<file path="config.mk">
export PLATFORM = sky130hd
export DESIGN_NAME = tws_core
export DESIGN_NICKNAME = d
export VERILOG_FILES = /design/src/hw/tws_core.v /design/src/hw/tws_glitch_filter.v
export VERILOG_INCLUDE_DIRS = /design/src /design/src/common
export SDC_FILE = /design/constraint.sdc
export NUM_CORES = 1
export LEC_CHECK = 0
export ABC_CLOCK_PERIOD_IN_PS = 2100
export BUFFER_PORTS_ARGS = -buffer_cell sky130_fd_sc_hd__buf_2
export CORE_MARGIN = 3
export CORE_UTILIZATION = 31
export DETAILED_ROUTE_END_ITERATION = 8
export HOLD_SLACK_MARGIN = 0.12
export PLACE_DENSITY_LB_ADDON = 0.3
export SLEW_MARGIN = 20
export SYNTH_ARGS = -nofsm -noshare
export SYNTH_HDL_FRONTEND = slang
export SYNTH_SLANG_ARGS = --single-unit
</file>
<file path="constraint.sdc">
create_clock -name mclk -period 2.1 [get_ports mclk]
set_input_delay 0.315 -clock mclk [delete_from_list [all_inputs] [get_ports mclk]]
set_output_delay 0.315 -clock mclk [all_outputs]
set_load 0.02 [all_outputs]
</file>
<file path="src/common/tws_defs.vh">
`ifndef TWS_DEFS_VH
`define TWS_DEFS_VH

// register offsets
`define TWS_OFS_DATA 8'h9A
`define TWS_OFS_SADR 8'h9B
`define TWS_OFS_CTRL 8'hE8

// reset values
`define TWS_RST_DATA 8'h00
`define TWS_RST_SADR 8'h55
`define TWS_RST_CTRL 8'h00

// control field positions
`define TWS_BIT_MDO 7
`define TWS_BIT_MDE 6
`define TWS_BIT_MCO 5
`define TWS_BIT_MDI 4
`define TWS_BIT_MSEL 3
`define TWS_BIT_SRST 2
`define TWS_BIT_TXDIR 1
`define TWS_BIT_FLAG 0

// interrupt vector address
`define TWS_IRQ_VECTOR 16'h003B

// spike filter timing
`define TWS_CLK_NS 10
`define TWS_SPIKE_NS 50
// disagreeing samples counted before the sixth lets a level pass (50 ns at 10 ns)
`define TWS_FILT_CYC 3'h5

// slave states
`define TWS_ST_IDLE 4'h0
`define TWS_ST_ADDR 4'h1
`define TWS_ST_AACK 4'h2
`define TWS_ST_HOLD 4'h3
`define TWS_ST_RXBIT 4'h4
`define TWS_ST_RXACK 4'h5
`define TWS_ST_TXBIT 4'h6
`define TWS_ST_TXACK 4'h7
`define TWS_ST_HALT 4'h8
`define TWS_ST_SKIP 4'h9

`endif

</file>
<file path="src/hw/tws_core.v">
`include "tws_defs.vh"
`default_nettype none

module tws_core (
  input wire mclk,
  input wire rstn,
  input wire [7:0] sfrAddr,
  input wire sfrWr,
  input wire sfrRd,
  input wire [7:0] sfrWdata,
  output reg [7:0] sfrRdata,
  input wire serialPortSelect,
  input wire twowireIrqEnable,
  input wire globalIrqEnable,
  output reg coreIrq,
  output wire [15:0] irqVector,
  input wire serialDataPinIn,
  output wire serialDataPinOut,
  output reg serialDataPinOe,
  input wire serialClockPinIn,
  output wire serialClockPinOut,
  output reg serialClockPinOe
);

  wire [1:0] cleanLines;
  wire sdaF;
  wire sclF;

  // spike filter with synchronisers
  tws_glitch_filter u_filt (
    .mclk(mclk),
    .rstn(rstn),
    .rawIn({serialClockPinIn, serialDataPinIn}),
    .cleanOut(cleanLines)
  );

  assign sdaF = cleanLines[0];
  assign sclF = cleanLines[1];

  // control bits
  reg masterDataOut_q;
  reg masterDataDriveEnable_q;
  reg masterClockOut_q;
  reg masterDataIn_q;
  reg masterSelect_q;
  reg slaveLogicReset_q;
  reg slaveTransmitDirection_q;
  reg byteDoneFlag_q;
  reg [7:0] twowireData_q;
  reg [7:0] twowireSlaveAddress_q;

  // slave engine
  reg [3:0] state_q;
  reg [3:0] bitCnt_q;
  reg [7:0] shift_q;
  reg sdaLow_q;
  reg sclLow_q;
  reg ackSeen_q;
  reg accessed_q;
  reg sclPrev_q;
  reg sdaPrev_q;

  wire sclRise;
  wire sclFall;
  wire startCond;
  wire stopCond;
  wire dataAcc;
  wire ctrlWr;
  wire slaveOn;
  wire flagSet;
  wire flagClr;
  wire haltReq;
  wire byteLoad;

  assign irqVector = `TWS_IRQ_VECTOR;
  assign serialDataPinOut = 1'b0;
  assign serialClockPinOut = 1'b0;

  assign sclRise = sclF & ~sclPrev_q;
  assign sclFall = ~sclF & sclPrev_q;
  assign startCond = sclF & sclPrev_q & sdaPrev_q & ~sdaF;
  assign stopCond = sclF & sclPrev_q & ~sdaPrev_q & sdaF;

  assign dataAcc = (sfrWr | sfrRd) & (sfrAddr == `TWS_OFS_DATA);
  assign ctrlWr = sfrWr & (sfrAddr == `TWS_OFS_CTRL);

  // slave runs only when two-wire selected, not master, not held in reset
  assign slaveOn = ~serialPortSelect & ~masterSelect_q & ~slaveLogicReset_q;

  // address byte or data byte completed with acknowledge; same flag for both
  assign flagSet = slaveOn & sclFall & (state_q != `TWS_ST_HALT) & ~stopCond & ~startCond &
                   ((state_q == `TWS_ST_AACK) | (state_q == `TWS_ST_RXACK) |
                    ((state_q == `TWS_ST_TXACK) & ackSeen_q));
  assign byteLoad = slaveOn & sclFall & (state_q != `TWS_ST_HALT) &
                    ((state_q == `TWS_ST_AACK) | (state_q == `TWS_ST_RXACK));
  assign flagClr = dataAcc | (ctrlWr & ~sfrWdata[`TWS_BIT_FLAG]);
  assign haltReq = slaveOn & dataAcc & ~byteDoneFlag_q & accessed_q;

  // edge detection history
  always @(posedge mclk) begin
    if (!rstn) begin
      sclPrev_q <= 1'b1;
      sdaPrev_q <= 1'b1;
    end else begin
      sclPrev_q <= sclF;
      sdaPrev_q <= sdaF;
    end
  end

  // control register and master mode
  always @(posedge mclk) begin
    if (!rstn) begin
      masterDataOut_q <= 1'b0;
      masterDataDriveEnable_q <= 1'b0;
      masterClockOut_q <= 1'b0;
      masterSelect_q <= 1'b0;
      slaveLogicReset_q <= 1'b0;
      masterDataIn_q <= 1'b0;
    end else begin
      if (ctrlWr) begin
        masterDataOut_q <= sfrWdata[`TWS_BIT_MDO];
        masterDataDriveEnable_q <= sfrWdata[`TWS_BIT_MDE];
        masterClockOut_q <= sfrWdata[`TWS_BIT_MCO];
        masterSelect_q <= sfrWdata[`TWS_BIT_MSEL];
        slaveLogicReset_q <= sfrWdata[`TWS_BIT_SRST];
      end
      if (~serialPortSelect & masterSelect_q & ~masterDataDriveEnable_q & sclRise) begin
        masterDataIn_q <= sdaF;
      end
    end
  end

  // byte flag: hardware set wins over clear
  always @(posedge mclk) begin
    if (!rstn) begin
      byteDoneFlag_q <= 1'b0;
    end else if (flagSet) begin
      byteDoneFlag_q <= 1'b1;
    end else if (flagClr) begin
      byteDoneFlag_q <= 1'b0;
    end
  end

  // one data access allowed per flag
  always @(posedge mclk) begin
    if (!rstn) begin
      accessed_q <= 1'b0;
    end else if (slaveLogicReset_q | flagSet) begin
      accessed_q <= 1'b0;
    end else if (dataAcc) begin
      accessed_q <= 1'b1;
    end
  end

  // data and address registers
  always @(posedge mclk) begin
    if (!rstn) begin
      twowireData_q <= `TWS_RST_DATA;
      twowireSlaveAddress_q <= `TWS_RST_SADR;
    end else begin
      if (byteLoad) begin
        twowireData_q <= shift_q;
      end else if (sfrWr & (sfrAddr == `TWS_OFS_DATA)) begin
        twowireData_q <= sfrWdata;
      end
      if (sfrWr & (sfrAddr == `TWS_OFS_SADR)) begin
        twowireSlaveAddress_q <= sfrWdata;
      end
    end
  end

  // slave state machine
  always @(posedge mclk) begin
    if (!rstn) begin
      state_q <= `TWS_ST_IDLE;
      bitCnt_q <= 4'h0;
      shift_q <= 8'h00;
      sdaLow_q <= 1'b0;
      sclLow_q <= 1'b0;
      ackSeen_q <= 1'b0;
      slaveTransmitDirection_q <= 1'b0;
    end else if (!slaveOn) begin
      state_q <= `TWS_ST_IDLE;
      bitCnt_q <= 4'h0;
      sdaLow_q <= 1'b0;
      sclLow_q <= 1'b0;
    end else if (haltReq | (state_q == `TWS_ST_HALT)) begin
      state_q <= `TWS_ST_HALT;
      sdaLow_q <= 1'b0;
      sclLow_q <= 1'b0;
    end else if (stopCond) begin
      state_q <= `TWS_ST_IDLE;
      sdaLow_q <= 1'b0;
      sclLow_q <= 1'b0;
    end else if (startCond) begin
      state_q <= `TWS_ST_ADDR;
      bitCnt_q <= 4'h0;
      sdaLow_q <= 1'b0;
      sclLow_q <= 1'b0;
    end else begin
      case (state_q)
        `TWS_ST_ADDR: begin
          if (sclRise) begin
            shift_q <= {shift_q[6:0], sdaF};
            bitCnt_q <= bitCnt_q + 4'h1;
          end else if (sclFall & (bitCnt_q == 4'h8)) begin
            if (shift_q[7:1] == twowireSlaveAddress_q[6:0]) begin
              sdaLow_q <= 1'b1;
              slaveTransmitDirection_q <= shift_q[0];
              state_q <= `TWS_ST_AACK;
            end else begin
              state_q <= `TWS_ST_SKIP;
            end
          end
        end
        `TWS_ST_AACK, `TWS_ST_RXACK: begin
          if (sclFall) begin
            sdaLow_q <= 1'b0;
            sclLow_q <= 1'b1;
            state_q <= `TWS_ST_HOLD;
          end
        end
        `TWS_ST_HOLD: begin
          if (!byteDoneFlag_q) begin
            sclLow_q <= 1'b0;
            if (slaveTransmitDirection_q) begin
              shift_q <= {twowireData_q[6:0], 1'b0};
              sdaLow_q <= ~twowireData_q[7];
              bitCnt_q <= 4'h1;
              state_q <= `TWS_ST_TXBIT;
            end else begin
              bitCnt_q <= 4'h0;
              state_q <= `TWS_ST_RXBIT;
            end
          end
        end
        `TWS_ST_RXBIT: begin
          if (sclRise) begin
            shift_q <= {shift_q[6:0], sdaF};
            bitCnt_q <= bitCnt_q + 4'h1;
          end else if (sclFall & (bitCnt_q == 4'h8)) begin
            sdaLow_q <= 1'b1;
            state_q <= `TWS_ST_RXACK;
          end
        end
        `TWS_ST_TXBIT: begin
          if (sclFall) begin
            if (bitCnt_q == 4'h8) begin
              sdaLow_q <= 1'b0;
              state_q <= `TWS_ST_TXACK;
            end else begin
              sdaLow_q <= ~shift_q[7];
              shift_q <= {shift_q[6:0], 1'b0};
              bitCnt_q <= bitCnt_q + 4'h1;
            end
          end
        end
        `TWS_ST_TXACK: begin
          if (sclRise) begin
            ackSeen_q <= ~sdaF;
          end else if (sclFall) begin
            if (ackSeen_q) begin
              sclLow_q <= 1'b1;
              state_q <= `TWS_ST_HOLD;
            end else begin
              state_q <= `TWS_ST_IDLE;
            end
          end
        end
        `TWS_ST_IDLE, `TWS_ST_SKIP: begin
          sdaLow_q <= 1'b0;
          sclLow_q <= 1'b0;
        end
        default: begin
          state_q <= `TWS_ST_IDLE;
        end
      endcase
    end
  end

  // pin drivers, open drain
  always @(posedge mclk) begin
    if (!rstn) begin
      serialDataPinOe <= 1'b0;
      serialClockPinOe <= 1'b0;
    end else if (serialPortSelect) begin
      serialDataPinOe <= 1'b0;
      serialClockPinOe <= 1'b0;
    end else if (masterSelect_q) begin
      serialDataPinOe <= masterDataDriveEnable_q & ~masterDataOut_q;
      serialClockPinOe <= ~masterClockOut_q;
    end else begin
      serialDataPinOe <= sdaLow_q;
      serialClockPinOe <= sclLow_q;
    end
  end

  // core interrupt request
  always @(posedge mclk) begin
    if (!rstn) begin
      coreIrq <= 1'b0;
    end else begin
      coreIrq <= byteDoneFlag_q & twowireIrqEnable & globalIrqEnable;
    end
  end

  // register read port
  always @(posedge mclk) begin
    if (!rstn) begin
      sfrRdata <= 8'h00;
    end else if (sfrRd) begin
      case (sfrAddr)
        `TWS_OFS_DATA: sfrRdata <= twowireData_q;
        `TWS_OFS_SADR: sfrRdata <= twowireSlaveAddress_q;
        `TWS_OFS_CTRL: sfrRdata <= {masterDataOut_q, masterDataDriveEnable_q, masterClockOut_q,
                                    masterDataIn_q, masterSelect_q, slaveLogicReset_q,
                                    slaveTransmitDirection_q, byteDoneFlag_q};
        default: sfrRdata <= 8'h00;
      endcase
    end
  end

endmodule // tws_core

`default_nettype wire

</file>
<file path="src/hw/tws_glitch_filter.v">
`include "tws_defs.vh"
`default_nettype none

module tws_glitch_filter (
  input wire mclk,
  input wire rstn,
  input wire [1:0] rawIn,
  output wire [1:0] cleanOut
);

  localparam [2:0] FILT_CNT = `TWS_FILT_CYC;

  genvar gi;
  generate
    for (gi = 0; gi < 2; gi = gi + 1) begin : g_line
      reg sync1_q;
      reg sync2_q;
      reg out_q;
      reg [2:0] cnt_q;
      // two-stage synchroniser
      always @(posedge mclk) begin
        if (!rstn) begin
          sync1_q <= 1'b1;
          sync2_q <= 1'b1;
        end else begin
          sync1_q <= rawIn[gi];
          sync2_q <= sync1_q;
        end
      end
      // level must stand for the filter time before it passes
      always @(posedge mclk) begin
        if (!rstn) begin
          out_q <= 1'b1;
          cnt_q <= 3'h0;
        end else if (sync2_q == out_q) begin
          cnt_q <= 3'h0;
        end else if (cnt_q == FILT_CNT) begin
          out_q <= sync2_q;
          cnt_q <= 3'h0;
        end else begin
          cnt_q <= cnt_q + 3'h1;
        end
      end
      assign cleanOut[gi] = out_q;
    end
  endgenerate

endmodule // tws_glitch_filter

`default_nettype wire

</file>
-- Word level (Yosys, flattened, before mapping)
Index checks and enable logic that the tools add are counted.
- register bits after elaboration: 69
- output and inout port bits: 29
- $add $sub $neg: 3
- eq/ne operators: 58
- mux-type cells: 54
- bitwise gates (word level): 60
- reduce and logical (&&, ||, !) cells: 28
- operators by type and width (kind ; number):
    $mux 4 ; 19
    $mux 8 ; 7
    $pmux 8 s3 ; 2
    $ne 5x5->1 const B ; 8
    $ne 3x3->1 const B ; 11
    $reduce_and 11->1 ; 3
    $and 1x1->1 ; 31
    $ne 2x2->1 const B ; 15
    $pmux 4 s7 ; 1
    $eq 8x8->1 const B ; 3
    $not 1->1 ; 23
    $mux 1 ; 20
    $reduce_and 10->1 ; 2
    $eq 4x3->1 const B ; 4
    $eq 4x4->1 const B ; 3
    $pmux 4 s3 ; 1
    $reduce_and 6->1 ; 2
    $ne 5x4->1 const B ; 2
    $reduce_or 2->1 ; 5
    $eq 4x2->1 const B ; 2
    $ne 4x4->1 const B ; 2
    $reduce_and 8->1 ; 1
    $reduce_bool 4->1 ; 2
    $eq 7x7->1 ; 1
    other kinds (20) ; 33

-- Depth between registers and ports, before layout
- depth after elaboration: 10
- gate-level depth with buffers: 10
- gate-level depth less buffers: 8

-- Modules after synthesis
A second synthesis with hierarchy kept.
- cell total of the unflattened synthesis: 443
- area total of the unflattened synthesis: 3829.9 sq um
- by module, submodules not included (module ; instances ; cells each ; area an instance (sq um) ; sequential area each (sq um)):
    tws_core ; 1 ; 398 ; 3345.7 ; 1141.1
    tws_glitch_filter ; 1 ; 45 ; 484.2 ; 240.2

-- Least setup slack after synthesis
Ideal clock, no wire load.
- path type: reg-to-reg
- from: reg bitCnt_q[0]
- to: reg shift_q[3]
- data arrival time: 1.847 ns
- required time: 1.970 ns
- path slack: 0.123 ns
- stages on the path, launching flop included: 11
- buffers on the path: 2
- clock period less this slack: 1.977 ns
- cell sequence: dfxtp_1 > inv_1 > ha_1 > and3b_1 > nand3_1 > o211ai_1 > or4b_1 > buf_6 > buf_8 > nand3_1 > o31ai_2
- word-level cells in the longest chain between the ends: 3
- RTL lines (item ; RTL line ; text):
    start, declared ; tws_core.v:54 ; reg [3:0] bitCnt_q;
    start signal, assigned ; tws_core.v:205 ; bitCnt_q <= bitCnt_q + 4'h1;
    start signal, assigned ; tws_core.v:240 ; bitCnt_q <= bitCnt_q + 4'h1;
    start signal, assigned ; tws_core.v:254 ; bitCnt_q <= bitCnt_q + 4'h1;
    $eq 4x4->1 ; tws_core.v:248 ; if (bitCnt_q == 4'h8) begin
    $ne 2x2->1 (no source line) ; - ;
    $reduce_and 10->1 (no source line) ; - ;
    end signal, assigned ; tws_core.v:227 ; shift_q <= {twowireData_q[6:0], 1'b0};
    end signal, assigned ; tws_core.v:239 ; shift_q <= {shift_q[6:0], sdaF};
    end signal, assigned ; tws_core.v:253 ; shift_q <= {shift_q[6:0], 1'b0};
    end, declared ; tws_core.v:55 ; reg [7:0] shift_q;
Every way passes these cells.
A chain may end at the register's enable or synchronous reset.

-- Worst setup path after layout
- from: reg bitCnt_q[0]
- to: reg shift_q[6]
Same word-level chain as after synthesis.

==> results_dict.tcl <==
set metrics [dict create \
    grt_pass1_vias 3198 \
    drc 0 \
    wl_per_cell_um 16.2 \
    cp-end-kind "flip-flop" \
    finalCriticalPeriod_ps 2110 \
    crit_chain "inv_1 > ha_2 > and3b_2 > nand3_2 > o211ai_1 > or4b_4 > clkbuf_16 > nand3_1 > o31ai_1" \
    hold_violations 0 \
    cpPeakStageDelay_ps 610 \
    worst_setup_path_start_kind "flip-flop" \
    crit_arrival_ps 2310 \
    diodes 0 \
    drt_iter0_drc 261 \
    skew_ps 8.61 \
    setup_viol 3 \
    yosys.area.top_type "dfxtp_1" \
    drtAntennaViolNets 0 \
    maxCapViolCount 0 \
    cts_tree "built" \
    fmax_mhz 474 \
    synth_flop_cell "dfxtp_1" \
    outcome "finished, violations left" \
    syn2layout_area_growth_pct 27.6 \
    final_area_um2 4790 \
    routed_wl_mm 10.8 \
    postSynth.asyncResetShare 0 \
    clock-root-buffer "clkbuf_16" \
    rows 39 \
    hold_path_class "primary input to flip-flop" \
    post_dp_cell_area_um2 4240 \
    ys_ff_latch 69 \
    vias 3536 \
    tns_ps -17.7 \
    initial_utilization 0.323 \
    syn_inst 448 \
    cts-htree-levels 3 \
    cts_hold_buf 0 \
    drv_slew 0 \
    syn_area_per_cell_um2 8.38 \
    dieWidth_um 116 \
    p_per_area_nw_per_um2 612 \
    rsz0062_at_grt "yes" \
    grt_overflow 0 \
    worstMarginPinSlew_ps 673 \
    cts.sinks 69 \
    cp_top_family "simple AND/OR/NAND/NOR gates" \
    clock_latency_ps 330 \
    dr.pass1.iters 8 \
    gp_congestion 0.941 \
    synth_top_area_share 0.368 \
    core-area_um2 11600 \
    nFillCells 1176 \
    synth_area_leaders "dfxtp_1, nand3_1, mux2i_1, nand2_1, buf_4" \
    place_hpwl_mm 7.67 \
    yosysSeqAreaShare 0.368 \
    numPortBuffers 35 \
    peakVddDrop_mv 0.513 \
    cts_buffer_depth 2 \
    register_area_um2 1390 \
    multi_input_comb_area_um2 2280 \
    die_area_um2 13500 \
    post-route-period-util 1.00 \
    p_leak_nw 1.96 \
    die_h_um 116 \
    layout_setup_ws_ps -9.30 \
    syn_area_um2 3760 \
    required_ps 2300 \
    slew_headroom 0.544 \
    drive_gt1_frac 0.272 \
    antenna_found_initial 0 \
    grt_pass1_wl_mm 16.7 \
    synth-edff-count 0 \
    finalNetCount 549 \
    path_buf_inv 2 \
    yosysUniqueCellTypes 64 \
    yosys_warnings 0 \
    clkTransAtPathRegs_ps 60 \
    ios 54 \
    crit_path_max_fanout 8 \
    cts_inserted_buffers 9 \
    viasPerCell 5.31 \
    critPathKind "flip-flop to flip-flop" \
    slowest_stage "or4b_4" \
    grt_max_degree 34 \
    violations "setup timing" \
    grt_util_all_layers 0.158 \
]
[flip-flops by register name, summed over array words and instances (netlist names), 2 cells and up]
name / cells
twowireSlaveAddress_q: 8
u_filt.g_line.sync2_q: 2
shift_q: 8
u_filt.g_line.out_q: 2
u_filt.g_line.sync1_q: 2
state_q: 4
sfrRdata: 8
bitCnt_q: 4
twowireData_q: 8
u_filt.g_line.cnt_q: 6
[cell usage after synthesis (3+ instances only)]
cell type,count
nand2_1,43
o211ai_1,6
a222oi_1,8
buf_2,6
nor2_1,31
nor2b_1,6
nor3b_1,3
nand4_1,3
nor4_1,4
nand2b_1,13
nor3_1,6
or3_1,5
clkbuf_1,15
buf_4,19
nand3b_1,3
a31oi_1,3
o21ai_0,14
and2_1,8
ha_1,6
o31ai_1,6
nand3_1,43
a21oi_1,22
xnor2_1,8
o21ai_1,4
inv_1,11
buf_6,3
mux2i_1,21
a211oi_1,10
dfxtp_1,69
xor2_1,4
[through the flow]
| stage | std cells | hold WS [ps] | setup slack, ps | power [mW] | utilization |
|---|---|---|---|---|---|
| detailed placement | 642 | 395 | -89.4 | 1.51 | 0.365 |
| global placement | 642 | 390 | -25.2 | 1.51 | 0.365 |
| floorplan | 464 | 386 | 123 | 1.48 | - |
| finish | 666 | 167 | -9.30 | 2.93 | 0.413 |
| global route | 666 | 169 | -74.3 | 3.03 | 0.413 |
| CTS | 658 | 153 | 1.62 | 2.96 | 0.390 |
[final cells by class]
class / instances / share of cell area
inverter: 11 / 0.00861
sequential: 69 / 0.291
timing repair buffer: 88 / 0.128
clock inverter: 6 / 0.00966
tap: 143 / 0.0373
clock buffer: 10 / 0.0498
multi-input combinational: 339 / 0.475
[cell families (layout without fill, tap and decap cells)]
| kind of cell | count (synthesis) | in the layout | share of synthesized area |
|---|---|---|---|
| compound gates | 96 | 96 | 0.177 |
| other cells | 2 | 18 | 0.00200 |
| fa+ha+maj | 6 | 6 | 0.0200 |
| mux | 23 | 23 | 0.0620 |
| xor+xnor | 12 | 12 | 0.0280 |
| buf+inv | 56 | 115 | 0.0859 |
| simple gates | 184 | 184 | 0.257 |
| flops | 69 | 69 | 0.368 |
[path summary, 6_finish.rpt]
check	from	endpoint	slack (ps)	cells after the start
min	serialDataPinIn	u_filt.g_line[0].sync1_q$_SDFF_PN1_	170	2
max reg2reg	bitCnt_q[0]$_SDFFE_PN0P_	shift_q[6]$_SDFFE_PN0P_	-9	9
max	bitCnt_q[0]$_SDFFE_PN0P_	shift_q[6]$_SDFFE_PN0P_	-9	9
min reg2reg	u_filt.g_line[1].sync1_q$_SDFF_PN1_	u_filt.g_line[1].sync2_q$_SDFF_PN1_	410	1
[report_power, final]
part | switching [mW] | total, mW | internal, mW
sequential | 0.00640 | 1.33 | 1.32
clock | 0.608 | 1.45 | 0.840
combinational | 0.113 | 0.160 | 0.0472
[what timing repair did]
item / 4_1_cts / 5_1_grt
endpoints found under the setup margin: 8 / 11
buffers inserted: 0 / 7
cloned: 0 / 1
pin swaps: 0 / 9
endpoints found under the hold margin: 0 / 0
resized for setup: 3 / 37
[layout by cell type, fill, tap and decap left out, types with 3 or more instances in the layout]
cell / n
nand2_1: 43
nor3b_1: 3
o31ai_4: 4
nand2b_4: 4
nor2b_1: 6
nand3b_1: 3
buf_2: 35
a222oi_1: 8
a21oi_1: 22
mux2i_1: 21
nand4_1: 3
clkbuf_16: 10
o21ai_1: 4
nand3_2: 5
a211oi_1: 10
o21ai_0: 14
nor2_1: 31
dfxtp_1: 63
and2_1: 8
xor2_1: 4
conb_1: 18
ha_1: 5
o211ai_1: 6
nor3_1: 6
inv_1: 11
nor4_1: 4
nand3_1: 36
or3_1: 5
dfxtp_2: 4
buf_4: 50
nand2b_1: 11
xnor2_1: 8
[routing by layer]
layer | GRT usage | share of wire | vias to the layer above
li1 | - | - | 1715
met3 | 0.0334 | 0.065 | 12
met5 | 0 | 0 | -
met2 | 0.236 | 0.45 | 146
met4 | 0.0541 | 0.015 | 0
met1 | 0.225 | 0.47 | 1663
(Power assumes the default switching activity.)
